File: src/pfe_cfg.svh
// Purpose: Named constants for the input filter and event detector block.
// Assumes: Included by bare name from every file that needs a constant.
// Notes: Only definitions live here; no logic.
`ifndef PFE_CFG_SVH
`define PFE_CFG_SVH

// ****************************************
// Line count and widths
// ****************************************
`define PFE_LINES 32
`define PFE_DIV_W 14

// ****************************************
// Reset values of the per-line state and the divider
// ****************************************
`define PFE_RST_LINES 32'h0000_0000
`define PFE_RST_DIV 14'h0000

// ****************************************
// Encodings of the per-line selector bits
// ****************************************
`define PFE_SEL_GLITCH 1'h0
`define PFE_SEL_DEBOUNCE 1'h1
`define PFE_EL_EDGE 1'h0
`define PFE_EL_LEVEL 1'h1
`define PFE_POL_FALL_LOW 1'h0
`define PFE_POL_RISE_HIGH 1'h1

// ****************************************
// Clock figures
// ****************************************
`define PFE_CLK_PERIOD_NS 4
`define PFE_DIV_MULT 2

`endif

File: src/pfe_pkg.sv
// Purpose: Types and shared helpers of the input filter and event block.
// Assumes: pfe_cfg.svh is on the include path.
// Notes: The set/clear helper lets a set win over a clear in the same cycle.
`include "pfe_cfg.svh"

package pfe_pkg;

  // ****************************************
  // Types
  // ****************************************
  typedef logic [`PFE_LINES-1:0] pfe_lines_t;

  // Per-line state held by a pair of set and clear strobes
  function automatic pfe_lines_t pfe_set_clear(input pfe_lines_t cur, input pfe_lines_t setV,
                                               input pfe_lines_t clrV);
    pfe_set_clear = (cur & ~clrV) | setV;
  endfunction

endpackage
File: src/pfe_event_port.sv
// Purpose: Input conditioning and event detection for a 32-line port.
// Assumes: Pin inputs and the slow clock are synchronous to clock; control
//   strobes are one-cycle pulses whose set bits select the lines affected.
// Notes: Register outputs mirror the per-line state; status clears on read.
//
// Notes on behaviour
// RQ1: Glitch mode drops anything shorter than half a peripheral clock period.
// RQ2: Per-line select bit by set/clear strobes; 0 glitch, 1 debounce.
// RQ3: Debounce clock period is slow period times twice (divider plus one).
// RQ4: Filters reject pulses under half selected period, accept a full period.
// RQ5: Filter enable bit set by on strobe, cleared by off strobe.
// RQ6: Filtering affects only readback and change detection, not peripheral inputs.
// RQ7: Software keeps the peripheral clock running while filters are needed.
// RQ8: Change detection compares two successive peripheral-clock samples.
// RQ9: Irq mask bits set by on strobe, cleared by off strobe, readable.
// RQ10: Events are detected on every line whatever its pin configuration.
// RQ11: Without extra mode any edge either way is an event.
// RQ12: Extra mode bit set and cleared by strobes, readable.
// RQ13: Edge-or-level bit set by edge and level select strobes, readable.
// RQ14: Polarity bit picks falling/low or rising/high, readable.
// RQ15: Unwritten lines default to edge detection with falling/low polarity.
// RQ16: An event sets the status bit; irq asserts for a masked set bit.
// RQ17: Masked indications of all 32 lines are ORed into one request.
// RQ18: A status read clears all pending bits at once.
// RQ19: In level mode the status bit re-sets while the level persists.
// RQ20: Readback shows each line level, filtered where a filter is enabled.
// RQ21: An event in the cycle of a status read stays pending.
`timescale 1ns/1ns
`include "pfe_cfg.svh"

module pfe_event_port
  import pfe_pkg::*;
#(
  parameter int LINES = `PFE_LINES,
  parameter int DIV_W = `PFE_DIV_W
)
(
  input wire logic clock, // Peripheral clock, 250 MHz
  input wire logic nrst, // Synchronous reset, active low
  input wire logic [LINES-1:0] pinIn, // Raw pad levels
  input wire logic slowClk, // Slow clock level, sampled
  input wire logic [LINES-1:0] filterSlowclkSelectSet, // Pick debounce
  input wire logic [LINES-1:0] filterSlowclkSelectClear, // Pick glitch
  input wire logic [LINES-1:0] inputFilterOn, // Enable filter
  input wire logic [LINES-1:0] inputFilterOff, // Disable filter
  input wire logic [LINES-1:0] eventIrqOn, // Unmask event
  input wire logic [LINES-1:0] eventIrqOff, // Mask event
  input wire logic [LINES-1:0] extraModeOn, // Enable extra mode
  input wire logic [LINES-1:0] extraModeOff, // Disable extra mode
  input wire logic [LINES-1:0] edgeDetectSelect, // Pick edge
  input wire logic [LINES-1:0] levelDetectSelect, // Pick level
  input wire logic [LINES-1:0] fallingLowSelect, // Pick falling/low
  input wire logic [LINES-1:0] risingHighSelect, // Pick rising/high
  input wire logic dividerWrite, // Load divider, pulse
  input wire logic [DIV_W-1:0] dividerValue, // Divider field
  input wire logic statusRead, // Status read, pulse
  output logic [LINES-1:0] filterSlowclkSelectStatus, // Select state
  output logic [LINES-1:0] inputFilterState, // Filter enable state
  output logic [LINES-1:0] eventIrqMask, // Irq mask state
  output logic [LINES-1:0] extraModeState, // Extra mode state
  output logic [LINES-1:0] edgeLevelState, // 1 means level
  output logic [LINES-1:0] polarityState, // 1 means rising/high
  output logic [DIV_W-1:0] debounceClockDividerReg, // Divider field
  output logic [LINES-1:0] pinLevelReadback, // Conditioned levels
  output logic [LINES-1:0] eventPendingStatus, // Pending events
  output logic [LINES-1:0] periphIn, // Unfiltered to peripherals
  output logic irq // Port interrupt request
);

  // ****************************************
  // Elaboration checks
  // ****************************************

  // The lines ride on a fixed-width package type
  if (LINES != `PFE_LINES) begin : g_bad_lines
    $error("LINES must equal the package line width");
  end
  if (DIV_W < 1 || DIV_W > 16) begin : g_bad_div
    $error("DIV_W must be between 1 and 16");
  end

  // ****************************************
  // Declarations
  // ****************************************
  pfe_lines_t pinSample_r;
  pfe_lines_t debounced;
  pfe_lines_t condLevel;
  pfe_lines_t prevLevel_r;
  pfe_lines_t eventHit;
  pfe_lines_t statusNxt;
  pfe_lines_t maskNxt;
  logic slckPrev_r;
  logic slckRise;
  logic [DIV_W-1:0] divCnt_r;
  logic divTick_r;
  logic divClk_r;

  // ****************************************
  // Per-line configuration state
  // ****************************************

  // Select bit: set picks the divided slow clock, set wins a clash
  always_ff @(posedge clock) begin
    if (!nrst) begin
      filterSlowclkSelectStatus <= `PFE_RST_LINES;
    end else begin
      filterSlowclkSelectStatus <= pfe_set_clear(filterSlowclkSelectStatus, filterSlowclkSelectSet,
                                                 filterSlowclkSelectClear); // RQ2
    end
  end

  // Filter enable bit
  always_ff @(posedge clock) begin
    if (!nrst) begin
      inputFilterState <= `PFE_RST_LINES;
    end else begin
      inputFilterState <= pfe_set_clear(inputFilterState, inputFilterOn, inputFilterOff); // RQ5
    end
  end

  // Interrupt mask, next value shared with the request logic
  assign maskNxt = pfe_set_clear(eventIrqMask, eventIrqOn, eventIrqOff); // RQ9

  always_ff @(posedge clock) begin
    if (!nrst) begin
      eventIrqMask <= `PFE_RST_LINES;
    end else begin
      eventIrqMask <= maskNxt; // RQ9
    end
  end

  // Extra mode bit
  always_ff @(posedge clock) begin
    if (!nrst) begin
      extraModeState <= `PFE_RST_LINES;
    end else begin
      extraModeState <= pfe_set_clear(extraModeState, extraModeOn, extraModeOff); // RQ12
    end
  end

  // Edge or level; reset to edge for lines never written
  always_ff @(posedge clock) begin
    if (!nrst) begin
      edgeLevelState <= `PFE_RST_LINES; // RQ15
    end else begin
      edgeLevelState <= pfe_set_clear(edgeLevelState, levelDetectSelect, edgeDetectSelect); // RQ13
    end
  end

  // Polarity; reset to falling/low for lines never written
  always_ff @(posedge clock) begin
    if (!nrst) begin
      polarityState <= `PFE_RST_LINES; // RQ15
    end else begin
      polarityState <= pfe_set_clear(polarityState, risingHighSelect, fallingLowSelect); // RQ14
    end
  end

  // Divider field
  always_ff @(posedge clock) begin
    if (!nrst) begin
      debounceClockDividerReg <= DIV_W'(`PFE_RST_DIV);
    end else if (dividerWrite) begin
      debounceClockDividerReg <= dividerValue;
    end
  end

  // ****************************************
  // Divided slow clock
  // ****************************************

  // The slow clock is a sampled level; its rising edge is one cycle wide
  always_ff @(posedge clock) begin
    if (!nrst) begin
      slckPrev_r <= 1'h0;
    end else begin
      slckPrev_r <= slowClk;
    end
  end

  assign slckRise = slowClk & ~slckPrev_r;

  // Tick every divider plus one slow edges: one half of the divided period,
  // so a full divided period is twice that
  always_ff @(posedge clock) begin
    if (!nrst) begin
      divCnt_r <= DIV_W'(`PFE_RST_DIV);
      divTick_r <= 1'h0;
    end else begin
      divTick_r <= 1'h0;
      if (slckRise) begin
        if (divCnt_r >= debounceClockDividerReg) begin
          divCnt_r <= DIV_W'(`PFE_RST_DIV); // RQ3
          divTick_r <= 1'h1; // RQ3
        end else begin
          divCnt_r <= divCnt_r + 1'h1;
        end
      end
    end
  end

  // Divided clock level, kept for visibility of the period
  always_ff @(posedge clock) begin
    if (!nrst) begin
      divClk_r <= 1'h0;
    end else if (divTick_r) begin
      divClk_r <= ~divClk_r; // RQ3
    end
  end

  // ****************************************
  // Input sampling and conditioning
  // ****************************************

  // Inputs are synchronous, so every change already lasts whole cycles and
  // nothing under half a clock period survives the sampling register
  always_ff @(posedge clock) begin
    if (!nrst) begin
      pinSample_r <= `PFE_RST_LINES;
      periphIn <= `PFE_RST_LINES;
    end else begin
      pinSample_r <= pinIn; // RQ1
      periphIn <= pinIn; // RQ6
    end
  end

  // One debouncer per line on the shared tick
  for (genvar i = 0; i < LINES; i++) begin : g_deb
    pfe_line_filter u_filt (
      .clock(clock),
      .nrst(nrst),
      .sampleTick(divTick_r),
      .rawIn(pinSample_r[i]),
      .filtOut(debounced[i])
    );
  end

  // Per line: raw sample, or the chosen filter where one is enabled
  always_comb begin
    for (int j = 0; j < LINES; j++) begin
      if (inputFilterState[j] && filterSlowclkSelectStatus[j] == `PFE_SEL_DEBOUNCE) begin
        condLevel[j] = debounced[j]; // RQ4
      end else begin
        condLevel[j] = pinSample_r[j]; // RQ1
      end
    end
  end

  // Readback reflects every line whatever its pin role
  always_ff @(posedge clock) begin
    if (!nrst) begin
      pinLevelReadback <= `PFE_RST_LINES;
    end else begin
      pinLevelReadback <= condLevel; // RQ20
    end
  end

  // ****************************************
  // Event detection
  // ****************************************

  // Previous sample for change detection
  always_ff @(posedge clock) begin
    if (!nrst) begin
      prevLevel_r <= `PFE_RST_LINES;
    end else begin
      prevLevel_r <= pinLevelReadback; // RQ8
    end
  end

  // No gating on pin role: every line is watched
  always_comb begin // RQ10
    for (int k = 0; k < LINES; k++) begin
      if (!extraModeState[k]) begin
        eventHit[k] = pinLevelReadback[k] ^ prevLevel_r[k]; // RQ11
      end else if (edgeLevelState[k] == `PFE_EL_LEVEL) begin
        eventHit[k] = pinLevelReadback[k] == polarityState[k]; // RQ19
      end else if (polarityState[k] == `PFE_POL_RISE_HIGH) begin
        eventHit[k] = pinLevelReadback[k] & ~prevLevel_r[k]; // RQ14
      end else begin
        eventHit[k] = ~pinLevelReadback[k] & prevLevel_r[k]; // RQ14
      end
    end
  end

  // Read clears everything, but a same-cycle event survives
  assign statusNxt = (statusRead ? `PFE_RST_LINES : eventPendingStatus) | eventHit; // RQ18 RQ21

  always_ff @(posedge clock) begin
    if (!nrst) begin
      eventPendingStatus <= `PFE_RST_LINES;
    end else begin
      eventPendingStatus <= statusNxt; // RQ16
    end
  end

  // Request built from next values so it lines up with the status register
  always_ff @(posedge clock) begin
    if (!nrst) begin
      irq <= 1'h0;
    end else begin
      irq <= |(statusNxt & maskNxt); // RQ17
    end
  end
endmodule

File: src/pfe_line_filter.sv
// Purpose: One-line debouncing filter sampled on divided slow clock ticks.
// Assumes: sampleTick pulses once per half period of the divided slow clock.
// Notes: Output follows the input only when two successive samples agree.
`timescale 1ns/1ns
`include "pfe_cfg.svh"

module pfe_line_filter
  import pfe_pkg::*;
(
  input wire logic clock, // Peripheral clock
  input wire logic nrst, // Synchronous reset, active low
  input wire logic sampleTick, // Half-period tick of divided slow clock
  input wire logic rawIn, // Synchronous sampled line level
  output logic filtOut // Debounced level
);

  logic lastSample_r;

  // ****************************************
  // Sample store and acceptance
  // ****************************************

  // A pulse under half a divided period holds at most one sample point,
  // so it never meets an agreeing pair and is dropped
  always_ff @(posedge clock) begin
    if (!nrst) begin
      lastSample_r <= 1'h0;
    end else if (sampleTick) begin
      lastSample_r <= rawIn;
    end
  end

  // Accept on agreement; a full divided period spans two sample points
  always_ff @(posedge clock) begin
    if (!nrst) begin
      filtOut <= 1'h0; // RQ4
    end else if (sampleTick && (rawIn == lastSample_r)) begin
      filtOut <= rawIn; // RQ4
    end
  end
endmodule

File: config.mk
export PLATFORM = sky130hd
export DESIGN_NAME = pfe_event_port
export DESIGN_NICKNAME = d
export VERILOG_FILES = /design/src/pfe_pkg.sv /design/src/pfe_event_port.sv /design/src/pfe_line_filter.sv
export VERILOG_INCLUDE_DIRS = /design/src
export SDC_FILE = /design/constraint.sdc
export NUM_CORES = 1
export LEC_CHECK = 0
export BUFFER_PORTS_ARGS = -buffer_cell sky130_fd_sc_hd__buf_2
export CAP_MARGIN = 10
export CORE_AREA = 2 2 287 289
export DETAILED_ROUTE_END_ITERATION = 10
export DIE_AREA = 0 0 289 291
export GPL_ROUTABILITY_DRIVEN = 1
export MAX_ROUTING_LAYER = met4
export PLACE_DENSITY = 0.46
export SKIP_CTS_REPAIR_TIMING = 1
export SLEW_MARGIN = 20
export SYNTH_ARGS = -nofsm -noshare
export SYNTH_HDL_FRONTEND = slang
export SYNTH_SLANG_ARGS = --single-unit
File: constraint.sdc
create_clock -name clock -period 2.24 [get_ports clock]
set_input_delay 0.336 -clock clock [delete_from_list [all_inputs] [get_ports clock]]
set_output_delay 0.336 -clock clock [all_outputs]
set_load 0.02 [all_outputs]
# Yosys cells after proc, flatten, opt, wreduce, memory -nomap -nowiden
# Cells that the tools add are included.
# Widths: inputs -> output; s select.
# word_totals
latchBits	0
n_memories	0
mem_bits_ro	0
elab_cells	524
input_bits	435
regBits	415
ramBits	0
# classes
shifts	0
multipliers	0
n_div	0
n_bitwise	182
add_sub_neg	1
order_cmp	1
mux	131
eq_ne	64
reduce_logical	66
# ops
operator	n
$and 32x32->32	7
$or 32x32->32	7
$not 32->32	6
$mux 1	129
$and 1x1->1	65
$not 1->1	65
$eq 1x1->1	64
$logic_and 1x1->1	64
$mux 32	1
$reduce_or 32->1	1
$xor 1x1->1	32
$add 14x1->14 const B	1
$ge 14x14->1	1
$mux 14	1
$reduce_and 2->1	1

# Depth between registers and ports, before layout
# logic_depth
word_depth	8
mapped_depth	10

# By module
# A second synthesis with hierarchy kept.
# hier_totals
hier_cells	1994
hier_area_um2	17291.6
# by_module_without_submodules
module	n_inst	cells_each	area_each_um2
pfe_event_port	1	1738	14528.9
pfe_line_filter	32	8	86.3

# Worst setup path before layout
# OpenSTA, ideal clock, no wires.
# synth_timing
kind	register to register
from	reg pinLevelReadback[13]
to	reg irq
setup_slack_ns	-0.095
stages_incl_launch_ff	10
t_arrival_ns	2.203
setup_ns	0.132
n_path_buf	0
synth_period_minus_slack_ns	2.335
cell_sequence	dfxtp_1 -> inv_1 -> ha_1 -> nor2_1 -> a2111oi_0 -> a2111oi_1 -> o22ai_1 -> or4_1 -> nor4_1 -> a31oi_1
# synth_via
elab_chain_cells	8
elab_cells_between_ends	11
classes_between	eq/ne: 1; mux: 3; bitwise: 6; reduce/logical: 1
# synth_rtl
item	line_no	source
from (decl)	pfe_event_port.sv:64	output logic [LINES-1:0] pinLevelReadback,
from (signal assigned)	pfe_event_port.sv:252	pinLevelReadback <= `PFE_RST_LINES;
from (signal assigned)	pfe_event_port.sv:254	pinLevelReadback <= condLevel;
$not 1->1	pfe_event_port.sv:281	eventHit[k] = ~pinLevelReadback[k] & prevLevel_r[k];
$and 1x1->1	pfe_event_port.sv:281	
$mux 1	pfe_event_port.sv:278	end else if (polarityState[k] == `PFE_POL_RISE_HIGH) begin
$mux 1	pfe_event_port.sv:276	end else if (edgeLevelState[k] == `PFE_EL_LEVEL) begin
$mux 1 (*)	pfe_event_port.sv:274	if (!extraModeState[k]) begin
$or 32x32->32 (*)	pfe_event_port.sv:287	assign statusNxt = (statusRead ? `PFE_RST_LINES : eventPendingStatus) | eventHit;
$and 32x32->32 (*)	pfe_event_port.sv:302	irq <= |(statusNxt & maskNxt);
$reduce_or 32->1 (*)	pfe_event_port.sv:302	
to (signal assigned)	pfe_event_port.sv:302	
to (decl)	pfe_event_port.sv:67	output logic irq
# Every way passes the cells marked *; elsewhere a longest branch is shown, timed or not.
# A chain may end at the register's enable or synchronous reset.

# Final worst setup path
# layout_timing
from	reg prevLevel_r[24]
to	reg irq
# layout_via
elab_chain_cells	8
elab_cells_between_ends	10
classes_between	mux: 3; bitwise: 6; reduce/logical: 1
# layout_rtl
item	line_no	source
from (decl)	pfe_event_port.sv:88	pfe_lines_t prevLevel_r;
from (signal assigned)	pfe_event_port.sv:265	prevLevel_r <= `PFE_RST_LINES;
from (signal assigned)	pfe_event_port.sv:267	prevLevel_r <= pinLevelReadback;
$not 1->1	pfe_event_port.sv:279	eventHit[k] = pinLevelReadback[k] & ~prevLevel_r[k];
$and 1x1->1	pfe_event_port.sv:279	
$mux 1	pfe_event_port.sv:278	
$mux 1	pfe_event_port.sv:276	
$mux 1 (*)	pfe_event_port.sv:274	
$or 32x32->32 (*)	pfe_event_port.sv:287	
$and 32x32->32 (*)	pfe_event_port.sv:302	
$reduce_or 32->1 (*)	pfe_event_port.sv:302	
# Marks and branches as above.

==> flow_metrics.tcl <==
set metrics [dict create \
    outcome "finished with violations" \
    violations "hold timing, setup timing" \
    ys_seq_elements 415 \
    grt_first_pass_wirelength_um 95780 \
    syn_area_um2 16770 \
    vias_per_cell 4.062 \
    grt.overflow.total 0 \
    numClockSinks 415 \
    postLayoutSetupSlackWorst_ns -0.1224 \
    timing.critical_path.buf_inv 2 \
    gr-usage-all-layers_pct 15.62 \
    dpl-instance-area_um2 22360 \
    timing.critical_path.fanout_max 2 \
    insertion_delay_ns 0.58 \
    first_iter_violations 596 \
    ys_async_sr_fraction_pct 0 \
    placement.io_buffers 737 \
    floorplan.die.width_um 289 \
    layout.cell_area.non_filler_um2 26300 \
    largest_net_degree_at_the_start_of_global_routing 75 \
    drc 0 \
    dr_wl_met3_um 3474 \
    antenna_left 0 \
    layout.cells.most_common_list "sky130_fd_sc_hd__buf_2, sky130_fd_sc_hd__dfxtp_1, sky130_fd_sc_hd__nor2_1" \
    tightest_slew_ns 0.9272 \
    timing.critical_path.from_type "flop" \
    cp_slowest_stage_delay_ns 0.52 \
    postSynthNetCount 2523 \
    irDropWorstVdd_mv 0.4856 \
    power_density_nw_per_um2 739.5 \
    post_drt_wl_per_cell_um 16.57 \
    timing.setup.critical_path_class "reg2reg" \
    rsz0062_at_grt "yes" \
    tritoncts.num_buffers 49 \
    setup-violations-final 1 \
    ys.warnings.count 0 \
    leakagePower_nw 12.75 \
    synth_enable_flop_cells 0 \
    place_congestion 0.8537 \
    crit_path_cell_trace "inv_1 -> ha_1 -> mux2_4 -> a32o_2 -> a211oi_2 -> buf_4 -> o22ai_4 -> or4_4 -> nor3_2 -> a31oi_1" \
    hold_path_class "in2reg" \
    synth.distinct_cells 51 \
    fillCellCount 8645 \
    finalCriticalPeriod_ns 2.362 \
    max-clock-path-buffers 3 \
    slowest_stage "sky130_fd_sc_hd__or4_4" \
    totalWireLength_um 68620 \
    cts_tree "yes" \
    synth_top_flop_cell "sky130_fd_sc_hd__dfxtp_1" \
    timing.final.hold_violations 4 \
    worstPathRequired_ns 2.67 \
    max-slew-margin-rel_pct 38.19 \
    leading_cell_type_in_the_layout_fill_and_taps_excluded "sky130_fd_sc_hd__buf_2" \
    syn-instance-count 2009 \
    layout_worst_path_cycle_share_pct 105.5 \
    start_util_pct 20.65 \
    core_region_area_um2 81190 \
    grt_pass1_vias 15730 \
    drv_cap 0 \
    top_layer "met4" \
    die_h_um 291 \
    cts-htree-levels 2 \
    critical-path-top-delay-family "simple AND/OR/NAND/NOR gates" \
    timing_max_transition_violations_final 0 \
    finClkSkew_ns 0.01934 \
    io-pin-count 738 \
    met2_length_um 33910 \
    nets_final 3544 \
    drive_gt1_share_pct 33.29 \
    maxClockFrequency_mhz 423.3 \
    hpwl_um 53900 \
    syn_avg_cell_area_um2 8.346 \
    whs_ns -0.01003 \
    cts.clk_slew.worst_paths_ns 0.06 \
    vias 16820 \
    die_area_um2 84100 \
    clock-root-buffer "sky130_fd_sc_hd__clkbuf_16" \
    worst_setup_path_end_kind "flop" \
    met1Wirelength_um 29610 \
    cp_data_arrival_time_ns 2.80 \
    synth.yosys.seq_area_share_pct 49.55 \
    area_growth_syn_to_layout_pct 56.88 \
    fp-row-count 105 \
    drtPass1Iterations 5 \
    grt_antenna_before_repair 6 \
]
[sequential cells by signal (all words and copies together) (netlist names)]
| name | cells |
|---|---|
| debounceClockDividerReg | 14 |
| divCnt_r | 14 |
| divTick_r | 1 |
| edgeLevelState | 32 |
| eventIrqMask | 32 |
| eventPendingStatus | 32 |
| extraModeState | 32 |
| filterSlowclkSelectStatus | 32 |
| g_deb.u_filt.filtOut | 32 |
| g_deb.u_filt.lastSample_r | 32 |
| inputFilterState | 32 |
| irq | 1 |
| pinLevelReadback | 32 |
| pinSample_r | 32 |
| polarityState | 32 |
| prevLevel_r | 32 |
| slckPrev_r | 1 |
[Yosys cell counts, types with 2 or more instances]
library cell | n | area [um2]
sky130_fd_sc_hd__buf_4 | 32 | 240.2
sky130_fd_sc_hd__a2111oi_0 | 2 | 17.52
sky130_fd_sc_hd__nor3_1 | 6 | 30.03
sky130_fd_sc_hd__o221ai_1 | 2 | 17.52
sky130_fd_sc_hd__a221oi_1 | 6 | 52.55
sky130_fd_sc_hd__inv_1 | 274 | 1028
sky130_fd_sc_hd__dfxtp_1 | 415 | 8308
sky130_fd_sc_hd__xnor2_1 | 4 | 35.03
sky130_fd_sc_hd__nand3_1 | 40 | 200.2
sky130_fd_sc_hd__a211oi_1 | 12 | 90.09
sky130_fd_sc_hd__o21ai_0 | 65 | 325.3
sky130_fd_sc_hd__mux2i_1 | 42 | 420.4
sky130_fd_sc_hd__a32o_1 | 5 | 50.05
sky130_fd_sc_hd__o22ai_1 | 23 | 143.9
sky130_fd_sc_hd__nand4_1 | 2 | 12.51
sky130_fd_sc_hd__nor2b_1 | 12 | 75.07
sky130_fd_sc_hd__mux2_2 | 7 | 78.83
sky130_fd_sc_hd__nor3b_1 | 3 | 22.52
sky130_fd_sc_hd__o21bai_1 | 5 | 37.54
sky130_fd_sc_hd__and2_1 | 65 | 406.6
sky130_fd_sc_hd__buf_1 | 2 | 7.510
sky130_fd_sc_hd__nand2_1 | 91 | 341.6
sky130_fd_sc_hd__a21oi_1 | 309 | 1546
sky130_fd_sc_hd__a211oi_2 | 3 | 37.54
sky130_fd_sc_hd__nand2b_1 | 38 | 237.7
sky130_fd_sc_hd__and3_1 | 6 | 37.54
sky130_fd_sc_hd__inv_2 | 2 | 7.510
sky130_fd_sc_hd__or3b_2 | 4 | 35.03
sky130_fd_sc_hd__a21o_1 | 5 | 37.54
sky130_fd_sc_hd__ha_1 | 79 | 988.5
sky130_fd_sc_hd__mux2_1 | 5 | 56.30
sky130_fd_sc_hd__nor2_1 | 339 | 1272
sky130_fd_sc_hd__or4_1 | 3 | 22.52
sky130_fd_sc_hd__xor2_1 | 10 | 87.58
sky130_fd_sc_hd__a31oi_1 | 19 | 118.9
sky130_fd_sc_hd__clkbuf_1 | 57 | 214.0
[per-stage QoR]
stage / setup slack, ns / instances / setup TNS (ns) / total power [mW] / utilization [%]
after global placement: -0.4707 / 3850 / -0.4707 / 10.92 / 27.54
after global routing: -0.1797 / 4141 / -0.1797 / 20.39 / 32.39
after floorplan: 0.004656 / 2009 / 0 / 9.452 / -
final: -0.1224 / 4142 / -0.1224 / 19.45 / 32.40
after CTS: -0.5205 / 3941 / -0.5205 / 19.49 / 29.65
after detailed placement: -0.4835 / 3850 / -0.4835 / 10.92 / 27.54
[worst paths after layout]
| check | start | endpoint | slack (ns) | depth (start not counted) |
|---|---|---|---|---|
| hold reg to reg | pinLevelReadback[30]$_SDFF_PN0_ | prevLevel_r[30]$_SDFF_PN0_ | 0.46 | 2 |
| setup reg to reg | prevLevel_r[24]$_SDFF_PN0_ | irq$_SDFF_PN0_ | -0.12 | 10 |
| hold / removal | levelDetectSelect[19] | edgeLevelState[19]$_SDFF_PN0_ | -0.01 | 3 |
| setup / recovery | prevLevel_r[24]$_SDFF_PN0_ | irq$_SDFF_PN0_ | -0.12 | 10 |
[per-layer routing]
| layer | up-vias | GRT usage [%] |
|---|---|---|
| met5 | - | - |
| met4 | 0 | 4.224 |
| met3 | 105 | 2.453 |
| met2 | 493 | 26.85 |
| met1 | 7646 | 18.81 |
| li1 | 8579 | - |
[kinds of logic (layout without fill, tap and decap cells)]
group | count (synthesis) | in the layout | synth area share [%]
AOI/OAI and AO/OA | 463 | 463 | 15.15
xor gates and xnor gates | 14 | 14 | 0.7312
adders and majority gates | 79 | 79 | 5.895
buffers and inverters | 369 | 1430 | 8.984
DFF | 415 | 415 | 49.55
muxes | 55 | 55 | 3.403
other | 0 | 2 | 0
and+or+nand+nor | 614 | 614 | 16.29
[tightest hold or removal path, delay by kind of cell]
kind / cells / cell delay [ns]
compound gates: 1 / 0.04
buf+inv: 1 / 0.08
simple gates: 1 / 0.07
[cell type report]
cell class	instances	area [um2]	share of cell area (%)
inverters	277	1051	3.996
repair buffers	1062	6694	25.45
clock buffers	70	1478	5.618
flip-flops and latches	415	8325	31.65
well taps	1070	1339	5.090
clock inverters	21	230.2	0.8752
diodes	2	5.005	0.01903
multi-input cells	1225	7182	27.30
[report_power, final]
part | total [mW] | switching [mW] | internal (mW)
clock | 8.39 | 3.33 | 5.06
combinational | 2.92 | 1.57 | 1.35
sequential | 8.15 | 0.397 | 7.76
total | 19.5 | 5.30 | 14.2
Power figures use the tool's default switching activity.
